`config.mk`:
```
export PLATFORM = sky130hd
export DESIGN_NAME = tmr8_timer
export DESIGN_NICKNAME = d
export VERILOG_FILES = /design/src/tmr8_timer.v
export VERILOG_INCLUDE_DIRS = /design/src
export SDC_FILE = /design/constraint.sdc
export NUM_CORES = 1
export LEC_CHECK = 0
export CAP_MARGIN = 0
export CORE_UTILIZATION = 45
export DETAILED_ROUTE_END_ITERATION = 16
export DONT_BUFFER_PORTS = 1
export GPL_TIMING_DRIVEN = 0
export PLACE_DENSITY = 0.58
export SLEW_MARGIN = 20
export SYNTH_ARGS = -nofsm -noshare
export SYNTH_HDL_FRONTEND = slang
export SYNTH_SLANG_ARGS = --single-unit
```
`constraint.sdc`:
```
create_clock -name pclk -period 5.65 [get_ports pclk]
set_clock_uncertainty 0.05 [all_clocks]
set_input_delay 1.13 -clock pclk [delete_from_list [all_inputs] [get_ports pclk]]
set_output_delay 1.13 -clock pclk [all_outputs]
set_load 0.05 [all_outputs]
```
`src/tmr8_consts.vh`:
```
/*
  Register offsets, field positions, reset values and encodings of the
  8-bit timer/counter with two compare channels.
  Assumes inclusion by bare name from the timer design file.
*/
`ifndef TMR8_CONSTS_VH
`define TMR8_CONSTS_VH

// ----------------------------------------------------------------
// Register byte offsets on APB
// ----------------------------------------------------------------
`define TMR8_OFF_CTRL_A   12'h000
`define TMR8_OFF_CTRL_B   12'h004
`define TMR8_OFF_COUNT    12'h008
`define TMR8_OFF_CMP_A    12'h00C
`define TMR8_OFF_CMP_B    12'h010
`define TMR8_OFF_MASK     12'h014
`define TMR8_OFF_FLAGS    12'h018
`define TMR8_OFF_GIE      12'h01C
`define TMR8_OFF_VACK     12'h020

// ----------------------------------------------------------------
// Field positions
// ----------------------------------------------------------------
`define TMR8_B_FOC_A      7
`define TMR8_B_FOC_B      6
`define TMR8_B_WGM_HI     3
`define TMR8_BIT_CMPB     2
`define TMR8_BIT_CMPA     1
`define TMR8_BIT_OVF      0
`define TMR8_CTRLB_RMASK  8'h0F
`define TMR8_CTRLA_RMASK  8'hF3
`define TMR8_IRQ_RMASK    8'h07

// ----------------------------------------------------------------
// Reset values
// ----------------------------------------------------------------
`define TMR8_RST_BYTE     8'h00

// ----------------------------------------------------------------
// Counting constants
// ----------------------------------------------------------------
`define TMR8_MAX          8'hFF
`define TMR8_BOTTOM       8'h00
`define TMR8_PRE_W        10
`define TMR8_PRE_MAX      10'h3FF

// ----------------------------------------------------------------
// Clock select codes
// ----------------------------------------------------------------
`define TMR8_CS_STOP      3'h0
`define TMR8_CS_DIV1      3'h1
`define TMR8_CS_DIV8      3'h2
`define TMR8_CS_DIV64     3'h3
`define TMR8_CS_DIV256    3'h4
`define TMR8_CS_DIV1024   3'h5
`define TMR8_CS_EXT_FALL  3'h6
`define TMR8_CS_EXT_RISE  3'h7

// ----------------------------------------------------------------
// Waveform modes
// ----------------------------------------------------------------
`define TMR8_WM_NORMAL    3'h0
`define TMR8_WM_PC_FF     3'h1
`define TMR8_WM_CTC       3'h2
`define TMR8_WM_FAST_FF   3'h3
`define TMR8_WM_PC_CMP    3'h5
`define TMR8_WM_FAST_CMP  3'h7

// ----------------------------------------------------------------
// Output action codes
// ----------------------------------------------------------------
`define TMR8_ACT_OFF      2'h0
`define TMR8_ACT_TOGGLE   2'h1
`define TMR8_ACT_CLEAR    2'h2
`define TMR8_ACT_SET      2'h3

`endif

```
`src/tmr8_timer.v`:
```
/*
  8-bit timer/counter: clock select and prescaler, external pin clock,
  counter, two compare channels with waveform outputs, force strobes,
  interrupt mask and flags, APB register slave.
  Assumes a single pclk domain; the external pin is asynchronous.
*/
// How it works
// - Force A bit fires channel A action, non-PWM modes only
// - Force B is one-cycle strobe, channel B
// - Forced compare sets no flag, no clear
// - Force bits always read back zero
// - Control B bits 5:4 read zero
// - Control B bit 3 is mode high bit
// - Clock select: stop or prescaled I/O clock
// - Codes six/seven: external falling/rising edge
// - External edges count whatever pin direction
// - Counter write blocks next compare match
// - Compares run continuously, drive flags, outputs
// - Compare B enable gates its interrupt
// - Compare A enable gates its interrupt
// - Overflow enable gates its interrupt
// - Compare B flag: set match, clear ack/one
// - Compare A flag: set match, clear ack/one
// - Overflow flag set per mode, write-one-clear
// - Mode table selects count sequence, top
// - Non-PWM output actions; force uses same
`timescale 1ns/1ps
`default_nettype none
`include "tmr8_consts.vh"

module tmr8_timer (
  input  wire        pclk,
  input  wire        presetn,
  input  wire        psel,
  input  wire        penable,
  input  wire        pwrite,
  input  wire [11:0] paddr,
  input  wire [31:0] pwdata,
  output reg  [31:0] prdata,
  output reg         pready,
  output reg         pslverr,
  input  wire        ext_timer_clock_pin,
  output reg         wave_out_a,
  output reg         wave_out_b,
  output reg         irq_compare_a,
  output reg         irq_compare_b,
  output reg         irq_overflow
);

  // ----------------------------------------------------------------
  // Registers
  // ----------------------------------------------------------------
  reg [7:0] ctrl_a_r;
  reg [7:0] ctrl_b_r;
  reg [7:0] count_r;
  reg [7:0] cmp_a_r;
  reg [7:0] cmp_b_r;
  reg [7:0] mask_r;
  reg [2:0] flags_r;
  reg       gie_r;
  reg       down_r;
  reg       block_r;
  reg [`TMR8_PRE_W-1:0] pre_r;
  reg       pin_s1_r;
  reg       pin_s2_r;
  reg       pin_d_r;

  wire [2:0] wave_mode_field;
  wire [2:0] clock_select_field;
  wire [1:0] output_a_action;
  wire [1:0] output_b_action;
  assign wave_mode_field    = {ctrl_b_r[`TMR8_B_WGM_HI], ctrl_a_r[1:0]};
  assign clock_select_field = ctrl_b_r[2:0];
  assign output_a_action    = ctrl_a_r[7:6];
  assign output_b_action    = ctrl_a_r[5:4];

  // ----------------------------------------------------------------
  // APB decode
  // ----------------------------------------------------------------
  wire acc  = psel & penable & pready;
  wire wr   = acc & pwrite;
  wire map_ok = (paddr == `TMR8_OFF_CTRL_A) | (paddr == `TMR8_OFF_CTRL_B) |
                (paddr == `TMR8_OFF_COUNT)  | (paddr == `TMR8_OFF_CMP_A)  |
                (paddr == `TMR8_OFF_CMP_B)  | (paddr == `TMR8_OFF_MASK)   |
                (paddr == `TMR8_OFF_FLAGS)  | (paddr == `TMR8_OFF_GIE)    |
                (paddr == `TMR8_OFF_VACK);
  wire wr_ctrl_b = wr & (paddr == `TMR8_OFF_CTRL_B);
  wire wr_count  = wr & (paddr == `TMR8_OFF_COUNT);
  wire wr_flags  = wr & (paddr == `TMR8_OFF_FLAGS);
  wire wr_vack   = wr & (paddr == `TMR8_OFF_VACK);

  // ----------------------------------------------------------------
  // Mode decode
  // ----------------------------------------------------------------
  reg       is_pwm;
  reg       is_pc;
  reg [7:0] top;
  always @* begin
    is_pwm = 1'b0;
    is_pc  = 1'b0;
    top    = `TMR8_MAX;
    case (wave_mode_field)
      `TMR8_WM_NORMAL:   top = `TMR8_MAX;
      `TMR8_WM_CTC:      top = cmp_a_r;
      `TMR8_WM_PC_FF: begin
        is_pwm = 1'b1;
        is_pc  = 1'b1;
      end
      `TMR8_WM_PC_CMP: begin
        is_pwm = 1'b1;
        is_pc  = 1'b1;
        top    = cmp_a_r;
      end
      `TMR8_WM_FAST_FF:  is_pwm = 1'b1;
      `TMR8_WM_FAST_CMP: begin
        is_pwm = 1'b1;
        top    = cmp_a_r;
      end
      // Reserved modes count as normal so the counter never locks up
      default:           top = `TMR8_MAX;
    endcase
  end

  // ----------------------------------------------------------------
  // Clock select and prescaler
  // ----------------------------------------------------------------
  // Pin passes two flops before any edge detection
  wire pin_rise = pin_s2_r & ~pin_d_r;
  wire pin_fall = ~pin_s2_r & pin_d_r;
  reg  tick;
  always @* begin
    tick = 1'b0;
    case (clock_select_field)
      `TMR8_CS_STOP:     tick = 1'b0;
      `TMR8_CS_DIV1:     tick = 1'b1;
      `TMR8_CS_DIV8:     tick = (pre_r[2:0] == 3'h7);
      `TMR8_CS_DIV64:    tick = (pre_r[5:0] == 6'h3F);
      `TMR8_CS_DIV256:   tick = (pre_r[7:0] == 8'hFF);
      `TMR8_CS_DIV1024:  tick = (pre_r == `TMR8_PRE_MAX);
      `TMR8_CS_EXT_FALL: tick = pin_fall;
      `TMR8_CS_EXT_RISE: tick = pin_rise;
      default:           tick = 1'b0;
    endcase
  end

  // ----------------------------------------------------------------
  // Counter step and compare
  // ----------------------------------------------------------------
  wire match_a = (count_r == cmp_a_r) & ~block_r;
  wire match_b = (count_r == cmp_b_r) & ~block_r;
  reg [7:0] count_nxt;
  reg       down_nxt;
  reg       ovf_ev;
  always @* begin
    count_nxt = count_r;
    // Fresh direction outside dual-slope modes
    down_nxt  = is_pc & down_r;
    ovf_ev    = 1'b0;
    if (is_pc) begin
      if (!down_r) begin
        if (count_r >= top) begin
          down_nxt  = 1'b1;
          count_nxt = count_r - 8'h01;
        end else begin
          count_nxt = count_r + 8'h01;
        end
      end else if (count_r == `TMR8_BOTTOM) begin
        down_nxt  = 1'b0;
        count_nxt = 8'h01;
        ovf_ev    = 1'b1;
      end else begin
        count_nxt = count_r - 8'h01;
      end
    end else if (count_r == top) begin
      // Overflow at MAX in normal/CLEAR_ON_MATCH_MODE/fast FF, at TOP in fast OCRA
      count_nxt = `TMR8_BOTTOM;
      ovf_ev    = (wave_mode_field == `TMR8_WM_FAST_CMP) |
                  (count_r == `TMR8_MAX);
    end else begin
      // A counter above a compare top still wraps through MAX
      count_nxt = count_r + 8'h01;
      ovf_ev    = (count_r == `TMR8_MAX);
    end
  end

  // ----------------------------------------------------------------
  // Force strobes
  // ----------------------------------------------------------------
  // Strobe lives only in the write cycle; nothing stores it
  wire force_a = wr_ctrl_b & pwdata[`TMR8_B_FOC_A] & ~is_pwm;
  wire force_b = wr_ctrl_b & pwdata[`TMR8_B_FOC_B] & ~is_pwm;

  // ----------------------------------------------------------------
  // Waveform action
  // ----------------------------------------------------------------
  function wave_act;
    input [1:0] act;
    input       cur;
    begin
      case (act)
        `TMR8_ACT_TOGGLE: wave_act = ~cur;
        `TMR8_ACT_CLEAR:  wave_act = 1'b0;
        `TMR8_ACT_SET:    wave_act = 1'b1;
        default:          wave_act = cur;
      endcase
    end
  endfunction

  // PWM output: set/clear at up-count compare, opposite at down-count compare or fast-mode bottom
  function pwm_act;
    input [1:0] act;
    input       cur;
    input       hit;
    input       rst_pt;
    input       up;
    begin
      pwm_act = cur;
      if (act[1]) begin
        if (hit)
          pwm_act = act[0] ~^ up;
        else if (rst_pt)
          pwm_act = ~act[0];
      end
    end
  endfunction

  wire ev_a = tick & match_a;
  wire ev_b = tick & match_b;
  wire at_bottom = tick & ~is_pc & (count_nxt == `TMR8_BOTTOM);

  // ----------------------------------------------------------------
  // Read data
  // ----------------------------------------------------------------
  // Taken in the setup cycle so it stands together with pready
  reg [31:0] prdata_nxt;
  always @* begin
    prdata_nxt = 32'h00000000;
    if (psel & ~penable & ~pwrite) begin
      case (paddr)
        `TMR8_OFF_CTRL_A: prdata_nxt[7:0] = ctrl_a_r & `TMR8_CTRLA_RMASK;
        `TMR8_OFF_CTRL_B:
          prdata_nxt[7:0] = ctrl_b_r & `TMR8_CTRLB_RMASK;
        `TMR8_OFF_COUNT:  prdata_nxt[7:0] = count_r;
        `TMR8_OFF_CMP_A:  prdata_nxt[7:0] = cmp_a_r;
        `TMR8_OFF_CMP_B:  prdata_nxt[7:0] = cmp_b_r;
        `TMR8_OFF_MASK:   prdata_nxt[7:0] = mask_r & `TMR8_IRQ_RMASK;
        `TMR8_OFF_FLAGS:  prdata_nxt[7:0] = {5'h00, flags_r};
        `TMR8_OFF_GIE:    prdata_nxt[0]   = gie_r;
        default:          prdata_nxt      = 32'h00000000;
      endcase
    end
  end

  // ----------------------------------------------------------------
  // Pin synchroniser
  // ----------------------------------------------------------------
  // Third flop only remembers the last synchronised level for edges
  always @(posedge pclk or negedge presetn) begin
    if (!presetn) begin
      pin_s1_r <= 1'b0;
      pin_s2_r <= 1'b0;
      pin_d_r  <= 1'b0;
    end else begin
      pin_s1_r <= ext_timer_clock_pin;
      pin_s2_r <= pin_s1_r;
      pin_d_r  <= pin_s2_r;
    end
  end

  // ----------------------------------------------------------------
  // Interrupt flags
  // ----------------------------------------------------------------
  // Bit order follows the flag register: compare B, compare A, overflow
  wire [2:0] flag_set_w;
  wire [2:0] flag_clr_w;
  // Forced strobes never reach flag_set_w, so they raise no flag
  assign flag_set_w = {ev_b, ev_a, tick & ovf_ev};
  // Vector acknowledge stands in for the hardware clear on entry
  assign flag_clr_w = (wr_flags | wr_vack) ? pwdata[2:0] : 3'h0;

  genvar gi;
  generate
    for (gi = 0; gi < 3; gi = gi + 1) begin : g_flag
      // Set wins over clear so an event in the clear cycle is kept
      always @(posedge pclk or negedge presetn) begin
        if (!presetn)
          flags_r[gi] <= 1'b0;
        else
          flags_r[gi] <= flag_set_w[gi] |
                         (flags_r[gi] & ~flag_clr_w[gi]);
      end
    end
  endgenerate

  // ----------------------------------------------------------------
  // Sequential logic
  // ----------------------------------------------------------------
  always @(posedge pclk or negedge presetn) begin
    if (!presetn) begin
      ctrl_a_r   <= `TMR8_RST_BYTE;
      ctrl_b_r   <= `TMR8_RST_BYTE;
      count_r    <= `TMR8_RST_BYTE;
      cmp_a_r    <= `TMR8_RST_BYTE;
      cmp_b_r    <= `TMR8_RST_BYTE;
      mask_r     <= `TMR8_RST_BYTE;
      gie_r      <= 1'b0;
      down_r     <= 1'b0;
      block_r    <= 1'b0;
      pre_r      <= {`TMR8_PRE_W{1'b0}};
      wave_out_a <= 1'b0;
      wave_out_b <= 1'b0;
      prdata     <= 32'h00000000;
      pready     <= 1'b0;
      pslverr    <= 1'b0;
      irq_compare_a <= 1'b0;
      irq_compare_b <= 1'b0;
      irq_overflow  <= 1'b0;
    end else begin
      // Free-running prescaler; not reset by mode changes
      pre_r    <= pre_r + {{(`TMR8_PRE_W-1){1'b0}}, 1'b1};

      // No wait state: pready rises in the first access cycle
      pready  <= psel & ~penable;
      pslverr <= psel & ~penable & ~map_ok;
      prdata  <= prdata_nxt;

      if (wr & (paddr == `TMR8_OFF_CTRL_A))
        ctrl_a_r <= pwdata[7:0] & `TMR8_CTRLA_RMASK;
      if (wr_ctrl_b)
        ctrl_b_r <= pwdata[7:0] & `TMR8_CTRLB_RMASK;
      if (wr & (paddr == `TMR8_OFF_CMP_A))
        cmp_a_r <= pwdata[7:0];
      if (wr & (paddr == `TMR8_OFF_CMP_B))
        cmp_b_r <= pwdata[7:0];
      if (wr & (paddr == `TMR8_OFF_MASK))
        mask_r <= pwdata[7:0] & `TMR8_IRQ_RMASK;
      if (wr & (paddr == `TMR8_OFF_GIE))
        gie_r <= pwdata[0];

      // Software write wins over a tick and blocks the next match
      if (wr_count) begin
        count_r <= pwdata[7:0];
        block_r <= 1'b1;
      end else if (tick) begin
        count_r <= count_nxt;
        down_r  <= down_nxt;
        block_r <= 1'b0;
      end

      // Registered gating costs one cycle of interrupt latency
      irq_compare_b <= gie_r & mask_r[`TMR8_BIT_CMPB] &
                       flags_r[`TMR8_BIT_CMPB];
      irq_compare_a <= gie_r & mask_r[`TMR8_BIT_CMPA] &
                       flags_r[`TMR8_BIT_CMPA];
      irq_overflow  <= gie_r & mask_r[`TMR8_BIT_OVF] &
                       flags_r[`TMR8_BIT_OVF];

      if (!is_pwm) begin
        if (force_a | ev_a)
          wave_out_a <= wave_act(output_a_action, wave_out_a);
        if (force_b | ev_b)
          wave_out_b <= wave_act(output_b_action, wave_out_b);
      end else begin
        wave_out_a <= pwm_act(output_a_action, wave_out_a,
                              ev_a & (cmp_a_r != top), at_bottom, ~down_r);
        wave_out_b <= pwm_act(output_b_action, wave_out_b,
                              ev_b, at_bottom, ~down_r);
      end
    end
  end

endmodule

`default_nettype wire

```
* After elaboration in Yosys (flattened, before gate mapping)
Cells that the tools add are included.
** Cells by class
- $add $sub $neg :: 3
- Order comparisons :: 1
- Equal/unequal tests :: 39
- Mux-type cells :: 37
- Bitwise gates (word level) :: 73
- Reductions and logical operators :: 15
** Operators by type and width (number)
- $mux 8 :: 9
- $pmux 7 s7 :: 1
- $eq 12x5->1 const B :: 4
- $and 1x1->1 :: 39
- $eq 12x4->1 const B :: 2
- $eq 8x8->1 :: 3
- $mux 1 :: 22
- $eq 3x3->1 const B :: 7
- $not 1->1 :: 17
- $eq 8x8->1 const B :: 2
- $logic_not 8->1 :: 2
- $pmux 1 s8 :: 2
- $or 1x1->1 :: 15
- $eq 12x3->1 const B :: 1
- $eq 12x6->1 const B :: 1
- $eq 3x2->1 const B :: 4
- $logic_not 12->1 :: 1
- $add 10x1->10 const B :: 1
- $eq 10x10->1 const B :: 1
- $add 8x1->8 const B :: 1
- $eq 2x2->1 const B :: 4
- $ge 8x8->1 :: 1
- $ne 8x8->1 :: 1
- $reduce_and 4->1 :: 2
- 16 further kinds :: 25
** Storage, ports and cells
- Register bits :: 95
- Input bits :: 50
- Output and inout port bits :: 39
- Logic and storage cells :: 192

* Logic depth before layout (Yosys ltp)
Gate-level depths: netlist (run 1).
- Word-level depth :: 13
- Gate-level depth with buffers :: 15
- Mapped depth without buffers :: 13

* Worst setup path after synthesis (run 1)
Ideal clock, no wire load.
- Path kind :: reg2reg
- From :: register ctrl_a_r[0]
- To :: register wave_out_b
- Library setup time :: 104 ps
- Arrival :: 3850 ps
- Data required time :: 5496 ps
- Slack :: 1646 ps
- Stages on the path, launching flop included :: 16
- Path buffers :: 2
- Period minus slack after synthesis :: 4004 ps
- Cells stage by stage :: dfrtp_1 > clkbuf_1 > nor3b_1 > a21oi_1 > or2_2 > ha_1 > nand2b_1 > a2111oi_1 > o311ai_1 > and2_4 > buf_6 > a221oi_2 > a31oi_1 > or4_4 > or2_0 > o311ai_1
** Between the ends
- Word-level cells in the longest chain between the ends :: 11
- Elaborated cells between the ends (all ways) :: 30
- Those cells by class :: order compare (1); eq/ne (8); mux (8); bitwise (6); reduce/logical (7)
** RTL lines
- from (decl) :: RTL line tmr8_timer.v:53 : reg [7:0] ctrl_a_r;
- from (signal assigned) :: RTL line tmr8_timer.v:300 : ctrl_a_r <= `TMR8_RST_BYTE;
- from (signal assigned) :: RTL line tmr8_timer.v:328 : ctrl_a_r <= pwdata[7:0] & `TMR8_CTRLA_RMASK;
- $eq 3x3->1 / $eq 3x2->1 (equally long branches) :: RTL line tmr8_timer.v:102 : case (wave_mode_field)
- $reduce_or 3->1 (no line)
- $mux 8 :: RTL line tmr8_timer.v:102
- $ge 8x8->1 :: RTL line tmr8_timer.v:161 : if (count_r >= top) begin
- $mux 8 :: RTL line tmr8_timer.v:161
- $mux 8 :: RTL line tmr8_timer.v:160 : if (!down_r) begin
- $mux 8 :: RTL line tmr8_timer.v:159 : if (is_pc) begin
- $logic_not 8->1 (no line)
- $and 1x1->1 :: RTL line tmr8_timer.v:229 : wire at_bottom = tick & ~is_pc & (count_nxt == `TMR8_BOTTOM);
- $ne 3x1->1 (no line)
- $reduce_and 4->1 (no line)
- to (signal assigned) :: RTL line tmr8_timer.v:362 : wave_out_b <= wave_act(output_b_action, wave_out_b);
- to (signal assigned) :: RTL line tmr8_timer.v:366 : wave_out_b <= pwm_act(output_b_action, wave_out_b,
- to (decl) :: RTL line tmr8_timer.v:44 : output reg wave_out_b,
Parallel ways exist; a longest one is shown, timed or not.
A chain may end at the register's enable or synchronous reset.

* Worst setup path after layout (run 1)
Ends and elaborated chain as after synthesis.

==> results of run 1 <==
-- through the flow --
stage / total power [uW] / hold WS [ns] / std cells
finish: 1006 / 0.3158 / 625
floorplan: 605.1 / 0.2812 / 480
detailed placement: 614.3 / 0.2957 / 609
global route: 1043 / 0.3191 / 625
CTS: 1014 / 0.3149 / 625
global placement: 613.7 / 0.2921 / 609
-- registers in the layout, summed over array words and instances, names as in the netlist, 3 cells and up --
signal    cells
cmp_a_r       8
pre_r        10
count_r       8
ctrl_b_r      4
ctrl_a_r      6
mask_r        3
prdata        8
cmp_b_r       8
flags_r       3
-- layout by cell type, fill, tap and decap left out, types with 13 or more instances in the layout --
| cell type | instances |
|---|---|
| conb_1 | 24 |
| a21oi_1 | 22 |
| buf_4 | 26 |
| xnor2_1 | 15 |
| ha_1 | 14 |
| xor2_1 | 13 |
| dfrtp_1 | 71 |
| nor2_1 | 42 |
| nand2_1 | 50 |
| clkbuf_1 | 14 |
| mux2_2 | 34 |
-- metal layers --
| metal | routed length [um] | vias up |
|---|---|---|
| met3 | 550 | 18 |
| met2 | 5420 | 116 |
| met1 | 5164 | 1727 |
| met5 | 0 | - |
| li1 | - | 1678 |
| met4 | 272 | 0 |
-- cell families (layout without fill, tap and decap cells) --
family          count (synthesis)  after routing
simple gates                  165            165
mux                            37             37
xor+xnor                       28             28
other cells                     1             24
flops                          71             71
compound gates                 89             89
buf+inv                        52             68
fa+ha+maj                      14             14
-- worst max-delay path, delay by kind of cell, from the launching register on --
| kind | cells | cell delay, ns |
|---|---|---|
| AO/OA/AOI/OAI | 6 | 2.29 |
| adder cells (fa/ha/maj) | 1 | 0.35 |
| buffers and inverters | 1 | 0.37 |
| flip-flops | 1 | 0.33 |
| AND/OR/NAND/NOR | 5 | 1.24 |
-- power groups by stage --
| stage | Clock (uW) | Sequential, uW | Combinational (uW) |
|---|---|---|---|
| floorplan | 0 | 525 | 79.7 |
| global placement | 0 | 526 | 87.6 |
| detailed placement | 0 | 526 | 88.2 |
| CTS | 409 | 516 | 88.4 |
| global route | 431 | 516 | 95.7 |
| finish | 400 | 516 | 90.0 |
-- path summary, 6_finish.rpt --
path                            slack (ns)        start    endpoint
min in group asynchronous             0.41      presetn   mask_r[0]
max in group asynchronous             5.00      presetn    pre_r[8]
worst max register to register        0.94  ctrl_a_r[0]  wave_out_b
worst min-delay path                  0.32     pin_s1_r    pin_s2_r
worst max-delay path                  0.94  ctrl_a_r[0]  wave_out_b
worst min register to register        0.32     pin_s1_r    pin_s2_r
-- cells in the mapped netlist (all sizes together) (3+ instances only) --
cell    count
nand2b      5
nand4       9
nor2b       3
nor3        7
a21oi      22
nor2       42
nand2      50
and2        4
dfrtp      71
o211ai      4
a31oi      12
inv         8
a222oi      5
nor4        7
mux2       35
o21a        5
xnor2      15
clkbuf     13
buf        31
ha         14
a221oi      6
o21ai      11
xor2       13
nor3b       4
and3       12
nand3      11
or2         4
a22oi       3
-- cell type report --
| type | count | area share, % |
|---|---|---|
| Clock inverter | 6 | 1.268 |
| Clock buffer | 10 | 2.640 |
| Multi-Input combinational cell | 357 | 49.44 |
| Inverter | 8 | 0.6213 |
| Tap cell | 129 | 3.339 |
| Buffer | 44 | 5.928 |
| Sequential cell | 71 | 36.76 |
==> summary.md, run 1 <==
| Metric | Value |
|---|---|
| Final hold vios | `0` |
| Fill count | `873` |
| Initial Util | `a little under half` |
| Top Usage Layer GRT | `met2` |
| WL/cell | `between 15 and 20 um` |
| Post-CTS sizing | `0` |
| CP endpoint kind | `register` |
| Synth Instances | `457` |
| Met3 GRT Util | `3.606%` |
| NetSw | `around 270 uW` |
| Setup Viol. Count Final | `0` |
| Status | `finished, final reports clean` |
| Setup_tns | `0 ns` |
| Async SR Flop Fraction | `100.0%` |
| Kind of critical path | `reg2reg` |
| CTS root buf | `clkbuf_8` |
| Synthesized cell area | `4384 sq um` |
| Post-synthesis adder-cell area fraction | `3.995%` |
| Multi-input gate area | `around 2400 sq um` |
| Cts hold-fix bufs | `0` |
| Dpl ws | `1.010 ns` |
| RSZ-0062 raised after global routing | `false` |
| Max Freq | `around 210 MHz` |
| Largest family of logic cells by synthesized area | `simple AND/OR/NAND/NOR gates` |
| CTS Buffer Depth | `2` |
| Avg Cell Area, Syn | `between 9 and 10 sq um` |
| Worst r2r path cells | `13` |
| Xor/xnor share of the synthesized area | `5.594%` |
| Top post-synthesis cells by area | `dfrtp_1, mux2_2, buf_4, nand2_1, ha_1` |
| Die Width | `100.7 um` |
| Sequential area share after synthesis | `40.53%` |
| TritonCTS clock tree | `yes` |
| Final min period | `around 4.7 ns` |
| Die Footprint | `10140 sq um` |
| Post-synthesis compound-gate area fraction | `14.27%` |
| Hold path depth | `0` |
| Dpl cell area | `~4600 sq um` |
| Worst Slack Setup Final | `0.9396 ns` |
| Design Area, Final | `roughly 4800 sq um` |
| Startpoint types | `register` |
| GR Overflow Total | `0` |
| Worst-Margin Slew | `0.8515 ns` |
| Via count | `3539` |
| Site Rows | `35` |
| Commonest register cell after synthesis | `dfrtp_1` |
| CP peak stage delay | `0.66 ns` |
| Register area | `between 1500 and 2000 sq um` |
| Worst-path fanout max | `10` |
| Leakage power | `between 0.002 and 0.0025 uW` |
| Initial antenna violation count | `0` |
| Crit path max-delay cell type | `o311ai_1` |
| Clk_lat worst skew | `0.36 ns` |
| Total track usage | `24.27%` |
| Drt total wl | `around 11000 um` |
| Tightest Hold Check Type | `reg2reg` |
| Clock slew at reported path FFs | `0.08 ns` |
| #FFs+latches synth | `71` |
| Clock sinks | `71` |
| Critical Path RT | `~6 ns` |
| Int Power | `around 740 uW` |
| Max Cap Violations | `0` |
| DRC viols | `0` |
| Vias in the first global route | `3523` |
| Drt initial violations | `roughly 340` |
| DR vias/cell | `between 5 and 6` |
| Layout area overhead | `10.25%` |
| Slew Viols, Final | `0` |
| Ant. Diodes | `0` |
| Core box area | `9328 sq um` |
| Clock network fraction of total power | `39.8%` |
| Seq pwr share | `51.3%` |
| Worst-path cell chain | `clkbuf_1 > nor3b_1 > a21oi_1 > nor2_1 > ha_1 > nand4_1 > o311ai_1 > o21ai_1 > a221oi_1 > a21oi_1 > or4_4 > or2_0 > o311ai_1` |
| Placer Congestion | `0.8651` |
| First-pass GRT wire length | `18470 um` |
| Sw Ratio | `26.42%` |
| Peak supply drop | `approximately 0.00013 V` |
| Combinational share of power | `roughly 8.9%` |
| Largest net degree at the start of global routing | `a little over 70` |
| CTS Buf Count | `9` |
| Final Core Density | `51.82%` |
| Synth area leader | `dfrtp_1` |
| NumNets Final | `between 500 and 600` |
| Arr. time, crit path | `4.92 ns` |
| Post-synth EDFFs | `0` |
| GR Layer Usage met2 | `38.46%` |
| Yosys warning total | `0` |
| Post-Synth Simple-Gate Area | `18.86%` |
| Hpwl dp | `8403 um` |
| Tcrit/Tclk final | `a little over four fifths` |
| PD cells | `208.1 nW/um^2` |
| I/O pin count | `89` |
| Met1 usage | `32.68%` |
| Layout cell share with drive strength beyond 1 | `between 10% and 20%` |
| Synth top area share | `40.53%` |
| # port buffers | `0` |
| DRT Pass-1 Iters | `6` |
| Mux cell area share after synthesis | `9.446%` |
| H-tree depth | `3` |
| Relative slew slack | `between 40% and 50%` |
| Post-synthesis cell type count | `62` |
| DRT antenna net count | `0` |
| Die Ht | `100.7 um` |
| Post-CTS Setup Repair Bufs | `0` |
Power figures use the tool's default switching activity.
==> inputs of run 2 (changes only) <==
==> constraint.sdc (replaced) <==
create_clock -name pclk -period 4.6 [get_ports pclk]
set_clock_uncertainty 0.05 [all_clocks]
set_input_delay 0.92 -clock pclk [delete_from_list [all_inputs] [get_ports pclk]]
set_output_delay 0.92 -clock pclk [all_outputs]
set_load 0.05 [all_outputs]
==> summary.md, run 2 (synthesis results as in run 1) <==
| Metric | Value |
|---|---|
| Peak supply drop | `0.0001603 V` |
| Slew Viols, Final | `0` |
| Clock network fraction of total power | `roughly two fifths` |
| Critical Path RT | `4.81 ns` |
| Core box area | `a little over 9000 sq um` |
| Placer Congestion | `around 0.87` |
| Cts hold-fix bufs | `0` |
| Worst-path fanout max | `10` |
| Placed insts | `609` |
| Die Footprint | `roughly 10000 sq um` |
| Clk_lat worst skew | `0.36 ns` |
| Top sig layer | `met4` |
| Final Core Density | `between 50% and 60%` |
| Total power | `1237 uW` |
| Leakage power | `roughly 0.0022 uW` |
| Arr. time, crit path | `4.45 ns` |
| Via count | `3549` |
| Drt initial violations | `310` |
| Clock slew at reported path FFs | `0.08 ns` |
| Post-CTS Setup Repair Bufs | `0` |
| Worst r2r path cells | `14` |
| TritonCTS clock tree | `yes` |
| Sw Ratio | `26.45%` |
| PD cells | `255.0 nW/um^2` |
| Drt total wl | `roughly 11000 um` |
| # port buffers | `0` |
| Tcrit/Tclk final | `around 92%` |
| Int Power | `909.7 uW` |
| Commonest non-fill, non-tap cell in the layout | `dfrtp_1` |
| First-pass GRT wire length | `~18000 um` |
| CTS Buffer Depth | `2` |
| CTS root buf | `clkbuf_8` |
| I/O pin count | `between 80 and 90` |
| H-tree depth | `3` |
| Tightest Hold Check Type | `in2async` |
| Kind of critical path | `reg2reg` |
| CP endpoint kind | `register` |
| Status | `finished, final reports clean` |
| Layout cell share with drive strength beyond 1 | `19.39%` |
| Largest register FFs | `10` |
| Fill count | `just under 900` |
| DR vias/cell | `5.688` |
| Met2 routed WL | `5324 um` |
| Post-CTS sizing | `2` |
| GR Overflow Total | `0` |
| Seq pwr share | `51.3%` |
| Metal3 WL | `619 um` |
| Startpoint types | `register` |
| Vias in the first global route | `between 3000 and 4000` |
| Final hold vios | `0` |
| Worst Slack Setup Final | `around 0.36 ns` |
| Setup Viol. Count Final | `0` |
| Ant. Diodes | `0` |
| Clock sinks | `71` |
| Max Freq | `235.9 MHz` |
| Die Ht | `100.7 um` |
| Initial Util | `a little under half` |
| Relative slew slack | `44.39%` |
| RSZ-0062 raised after global routing | `false` |
| Combinational share of power | `9.0%` |
| NumNets Final | `554` |
| Initial antenna violation count | `0` |
| DRT met1 WL | `5055 um` |
| Largest net degree at the start of global routing | `between 70 and 80` |
| Commonest non-fill, non-tap cells in the layout | `dfrtp_1, nand2_1, nor2_1` |
| Final min period | `~4.2 ns` |
| DRT Pass-1 Iters | `7` |
| Die Width | `100.7 um` |
| NetSw | `~330 uW` |
| Total track usage | `24.26%` |
| Finished Layout Cells | `roughly 620` |
| DRC viols | `0` |
| Dpl ws | `-0.04028 ns` |
| Max Cap Violations | `0` |
| Register name with the most flops | `pre_r` |
| Worst-Margin Slew | `0.8319 ns` |
| CTS Buf Count | `9` |
| Min Hold Slack | `0.2011 ns` |
| Layout area overhead | `10.64%` |
| Hpwl dp | `roughly 8400 um` |
| WL/cell | `18.20 um` |
| Site Rows | `35` |
| DRT antenna net count | `0` |
-- run 2: through the flow --
stage | instance area, sq um | setup TNS [ns]
final | 4851 | 0
after global routing | 4851 | 0
after CTS | 4838 | 0
after detailed placement | 4638 | -0.04028
after global placement | 4632 | -0.02612
after floorplan | 4471 | 0
-- run 2: worst max-delay path, cell delays in order, from the launching register on --
cell and delay [ns]:
dfrtp_1 0.52, nor3b_2 0.23, a21oi_2 0.11, or2_2 0.33, ha_1 0.29, nand2b_1 0.16, a2111oi_2 0.45, o311ai_2 0.19
and2_4 0.21, buf_6 0.13, a221oi_1 0.27, a21oi_1 0.11, or4_4 0.56, or2_0 0.25, o311ai_1 0.29
-- run 2: worst paths after layout --
kind,slack (ns),startpoint,end
max,0.36,ctrl_a_r[0],wave_out_b
min,0.20,presetn,irq_compare_b
max reg2reg,0.36,ctrl_a_r[0],wave_out_b
min reg2reg,0.31,pin_s1_r,pin_s2_r
max in group asynchronous,4.17,presetn,pre_r[8]
min in group pclk,0.31,pin_s1_r,pin_s2_r
-- run 2: power by group through the flow --
stage | Sequential, uW | Clock [uW] | Combinational [uW]
2_1_floorplan | 645 | 0 | 97.9
3_3_place_gp | 646 | 0 | 108
3_5_place_dp | 646 | 0 | 108
4_1_cts | 634 | 502 | 109
5_1_grt | 634 | 530 | 118
6_report | 634 | 492 | 111
-- run 2: metal layers --
layer | track usage (%) | vias up
met5 | 0 | -
li1 | - | 1669
met1 | 32.64 | 1731
met2 | 38.46 | 117
met4 | 11.71 | 0
met3 | 3.606 | 32
-- run 2: cell type report --
| class | instances | area [sq um] | share of cell area (%) |
|---|---|---|---|
| buffer | 43 | 282.8 | 5.829 |
| multi-input combinational | 357 | 2411 | 49.70 |
| clock buffer | 10 | 127.6 | 2.631 |
| clock inverter | 6 | 61.31 | 1.264 |
| sequential | 71 | 1777 | 36.63 |
| tap | 129 | 161.4 | 3.327 |
| inverter | 8 | 30.03 | 0.6190 |
==> inputs of run 3 (changes only) <==
--- a/config.mk
+++ b/config.mk
@@ -7,11 +7,13 @@
 export NUM_CORES = 1
 export LEC_CHECK = 0
 export CAP_MARGIN = 0
+export CORE_ASPECT_RATIO = 0.9
 export CORE_UTILIZATION = 45
 export DETAILED_ROUTE_END_ITERATION = 16
 export DONT_BUFFER_PORTS = 1
 export GPL_TIMING_DRIVEN = 0
 export PLACE_DENSITY = 0.58
+export SKIP_LAST_GASP = 1
 export SLEW_MARGIN = 20
 export SYNTH_ARGS = -nofsm -noshare
 export SYNTH_HDL_FRONTEND = slang
==> summary.md, run 3 (synthesis results as in run 1) <==
| Metric | Value |
|---|---|
| Clock slew at reported path FFs | `0.09 ns` |
| Worst r2r path cells | `14` |
| Largest register FFs | `10` |
| Relative slew slack | `between 40% and 50%` |
| TritonCTS clock tree | `yes` |
| Worst Setup SP | `ctrl_a_r[0]` |
| Worst-path fanout max | `10` |
| I/O pin count | `89` |
| Core box area | `9290 sq um` |
| RR Endpoint | `wave_out_b` |
| CTS Buffer Depth | `2` |
| Cts hold-fix bufs | `0` |
| Slew Viols, Final | `0` |
| Final hold vios | `0` |
| Post-CTS Setup Repair Bufs | `0` |
| # port buffers | `0` |
| Tcrit/Tclk final | `a little over nine tenths` |
| Layout cell share with drive strength beyond 1 | `19.39%` |
| Peak supply drop | `roughly 0.00016 V` |
| Worst-Margin Slew | `between 0.8 and 0.9 ns` |
| DRT antenna net count | `0` |
| CP endpoint kind | `register` |
| Commonest non-fill, non-tap cells in the layout | `dfrtp_1, nand2_1, nor2_1` |
| Worst Slack Setup Final | `0.1631 ns` |
| PD cells | `252.8 nW/um^2` |
| Drt initial violations | `213` |
| Status | `finished, final reports clean` |
| Startpoint types | `register` |
| WL/cell | `between 15 and 20 um` |
| Commonest non-fill, non-tap cell in the layout | `dfrtp_1` |
| Placer Congestion | `0.8931` |
| Layout area overhead | `10.25%` |
| Max Freq | `225.4 MHz` |
| Drt total wl | `11450 um` |
| Site Rows | `33` |
| Clk_lat worst skew | `0.36 ns` |
| Setup Viol. Count Final | `0` |
| Vias in the first global route | `3400` |
| Total track usage | `24.63%` |
| Final min period | `about 4.4 ns` |
| Ant. Diodes | `0` |
| Die Footprint | `around 10000 sq um` |
| NumNets Final | `554` |
| CTS root buf | `clkbuf_8` |
| Die Width | `about 110 um` |
| GR Overflow Total | `0` |
| DRT Pass-1 Iters | `4` |
| DRC viols | `0` |
| H-tree depth | `3` |
| Register name with the most flops | `pre_r` |
| Tightest Hold Check Type | `in2async` |
| Leakage power | `0.002221 uW` |
| RSZ-0062 raised after global routing | `false` |
| Die Ht | `95.64 um` |
| Arr. time, crit path | `4.64 ns` |
| Worst R2R Setup Slack | `around 0.16 ns` |
| Post-CTS sizing | `2` |
| Kind of critical path | `reg2reg` |
| First-pass GRT wire length | `18580 um` |
| Total power | `between 1000 and 1500 uW` |
| Via count | `roughly 3500` |
| DR vias/cell | `about 5.7` |
| Dpl ws | `-0.1154 ns` |
| CTS Buf Count | `9` |
| Largest net degree at the start of global routing | `72` |
| Hpwl dp | `between 8000 and 9000 um` |
| Initial Util | `between 40 and 50%` |
| Initial antenna violation count | `0` |
| Clock sinks | `a little over 70` |
| Fill count | `slightly below 900` |
| Max Cap Violations | `0` |
| Critical register-to-register path startpoint | `ctrl_a_r[0]` |
| Critical Path RT | `4.80 ns` |
-- run 3: routing by layer --
metal | vias to the layer above | part of all wire [%] | GRT usage (%)
met4 | 0 | 0.72 | 5.671
met1 | 1709 | 45 | 32.33
met3 | 9 | 8.0 | 6.562
met5 | - | 0 | 0
li1 | 1689 | - | -
met2 | 127 | 46 | 40.85
-- run 3: report_power, final --
group	internal, uW	switching, uW
sequential	627	6.26
clock	206	271
combinational	33.6	77.1
total	867	355
-- run 3: per-stage QoR --
stage          area, sq um  utilization (%)  setup TNS [ns]  instances  hold slack [ns]
2_1_floorplan         4471                -               0        480           0.2812
3_3_place_gp          4623            49.76               0        602           0.2828
3_5_place_dp          4636            49.90         -0.1154        602           0.2903
4_1_cts               4830            51.99               0        618           0.1826
5_1_grt               4833            52.03               0        617           0.1765
6_report              4833            52.03               0        617           0.2010
-- run 3: how the worst max path moves through the flow --
stage,endpoint
floorplan,wave_out_b
global placement,wave_out_b
detailed placement,wave_out_b
CTS,wave_out_b
global route,wave_out_b
finish,wave_out_b
-- run 3: area by class of cell --
type | count | area (sq um) | share of cell area [%]
Sequential cell | 71 | 1777 | 36.76
Inverter | 8 | 30.03 | 0.6213
Clock buffer | 9 | 123.9 | 2.563
Multi-Input combinational cell | 357 | 2406 | 49.78
Buffer | 43 | 282.8 | 5.850
Clock inverter | 7 | 61.31 | 1.268
Tap cell | 122 | 152.6 | 3.158
-- run 3: critical path, stage by stage, from the launching register on --
cell	delay [ns]
dfrtp_1	0.52
nor3b_1	0.29
a21oi_2	0.13
or2_2	0.31
ha_1	0.29
nand2b_1	0.17
a2111oi_2	0.50
o311ai_2	0.20
and2_4	0.21
buf_6	0.13
a221oi_1	0.27
a21oi_1	0.11
or4_4	0.57
or2_0	0.25
o311ai_1	0.32
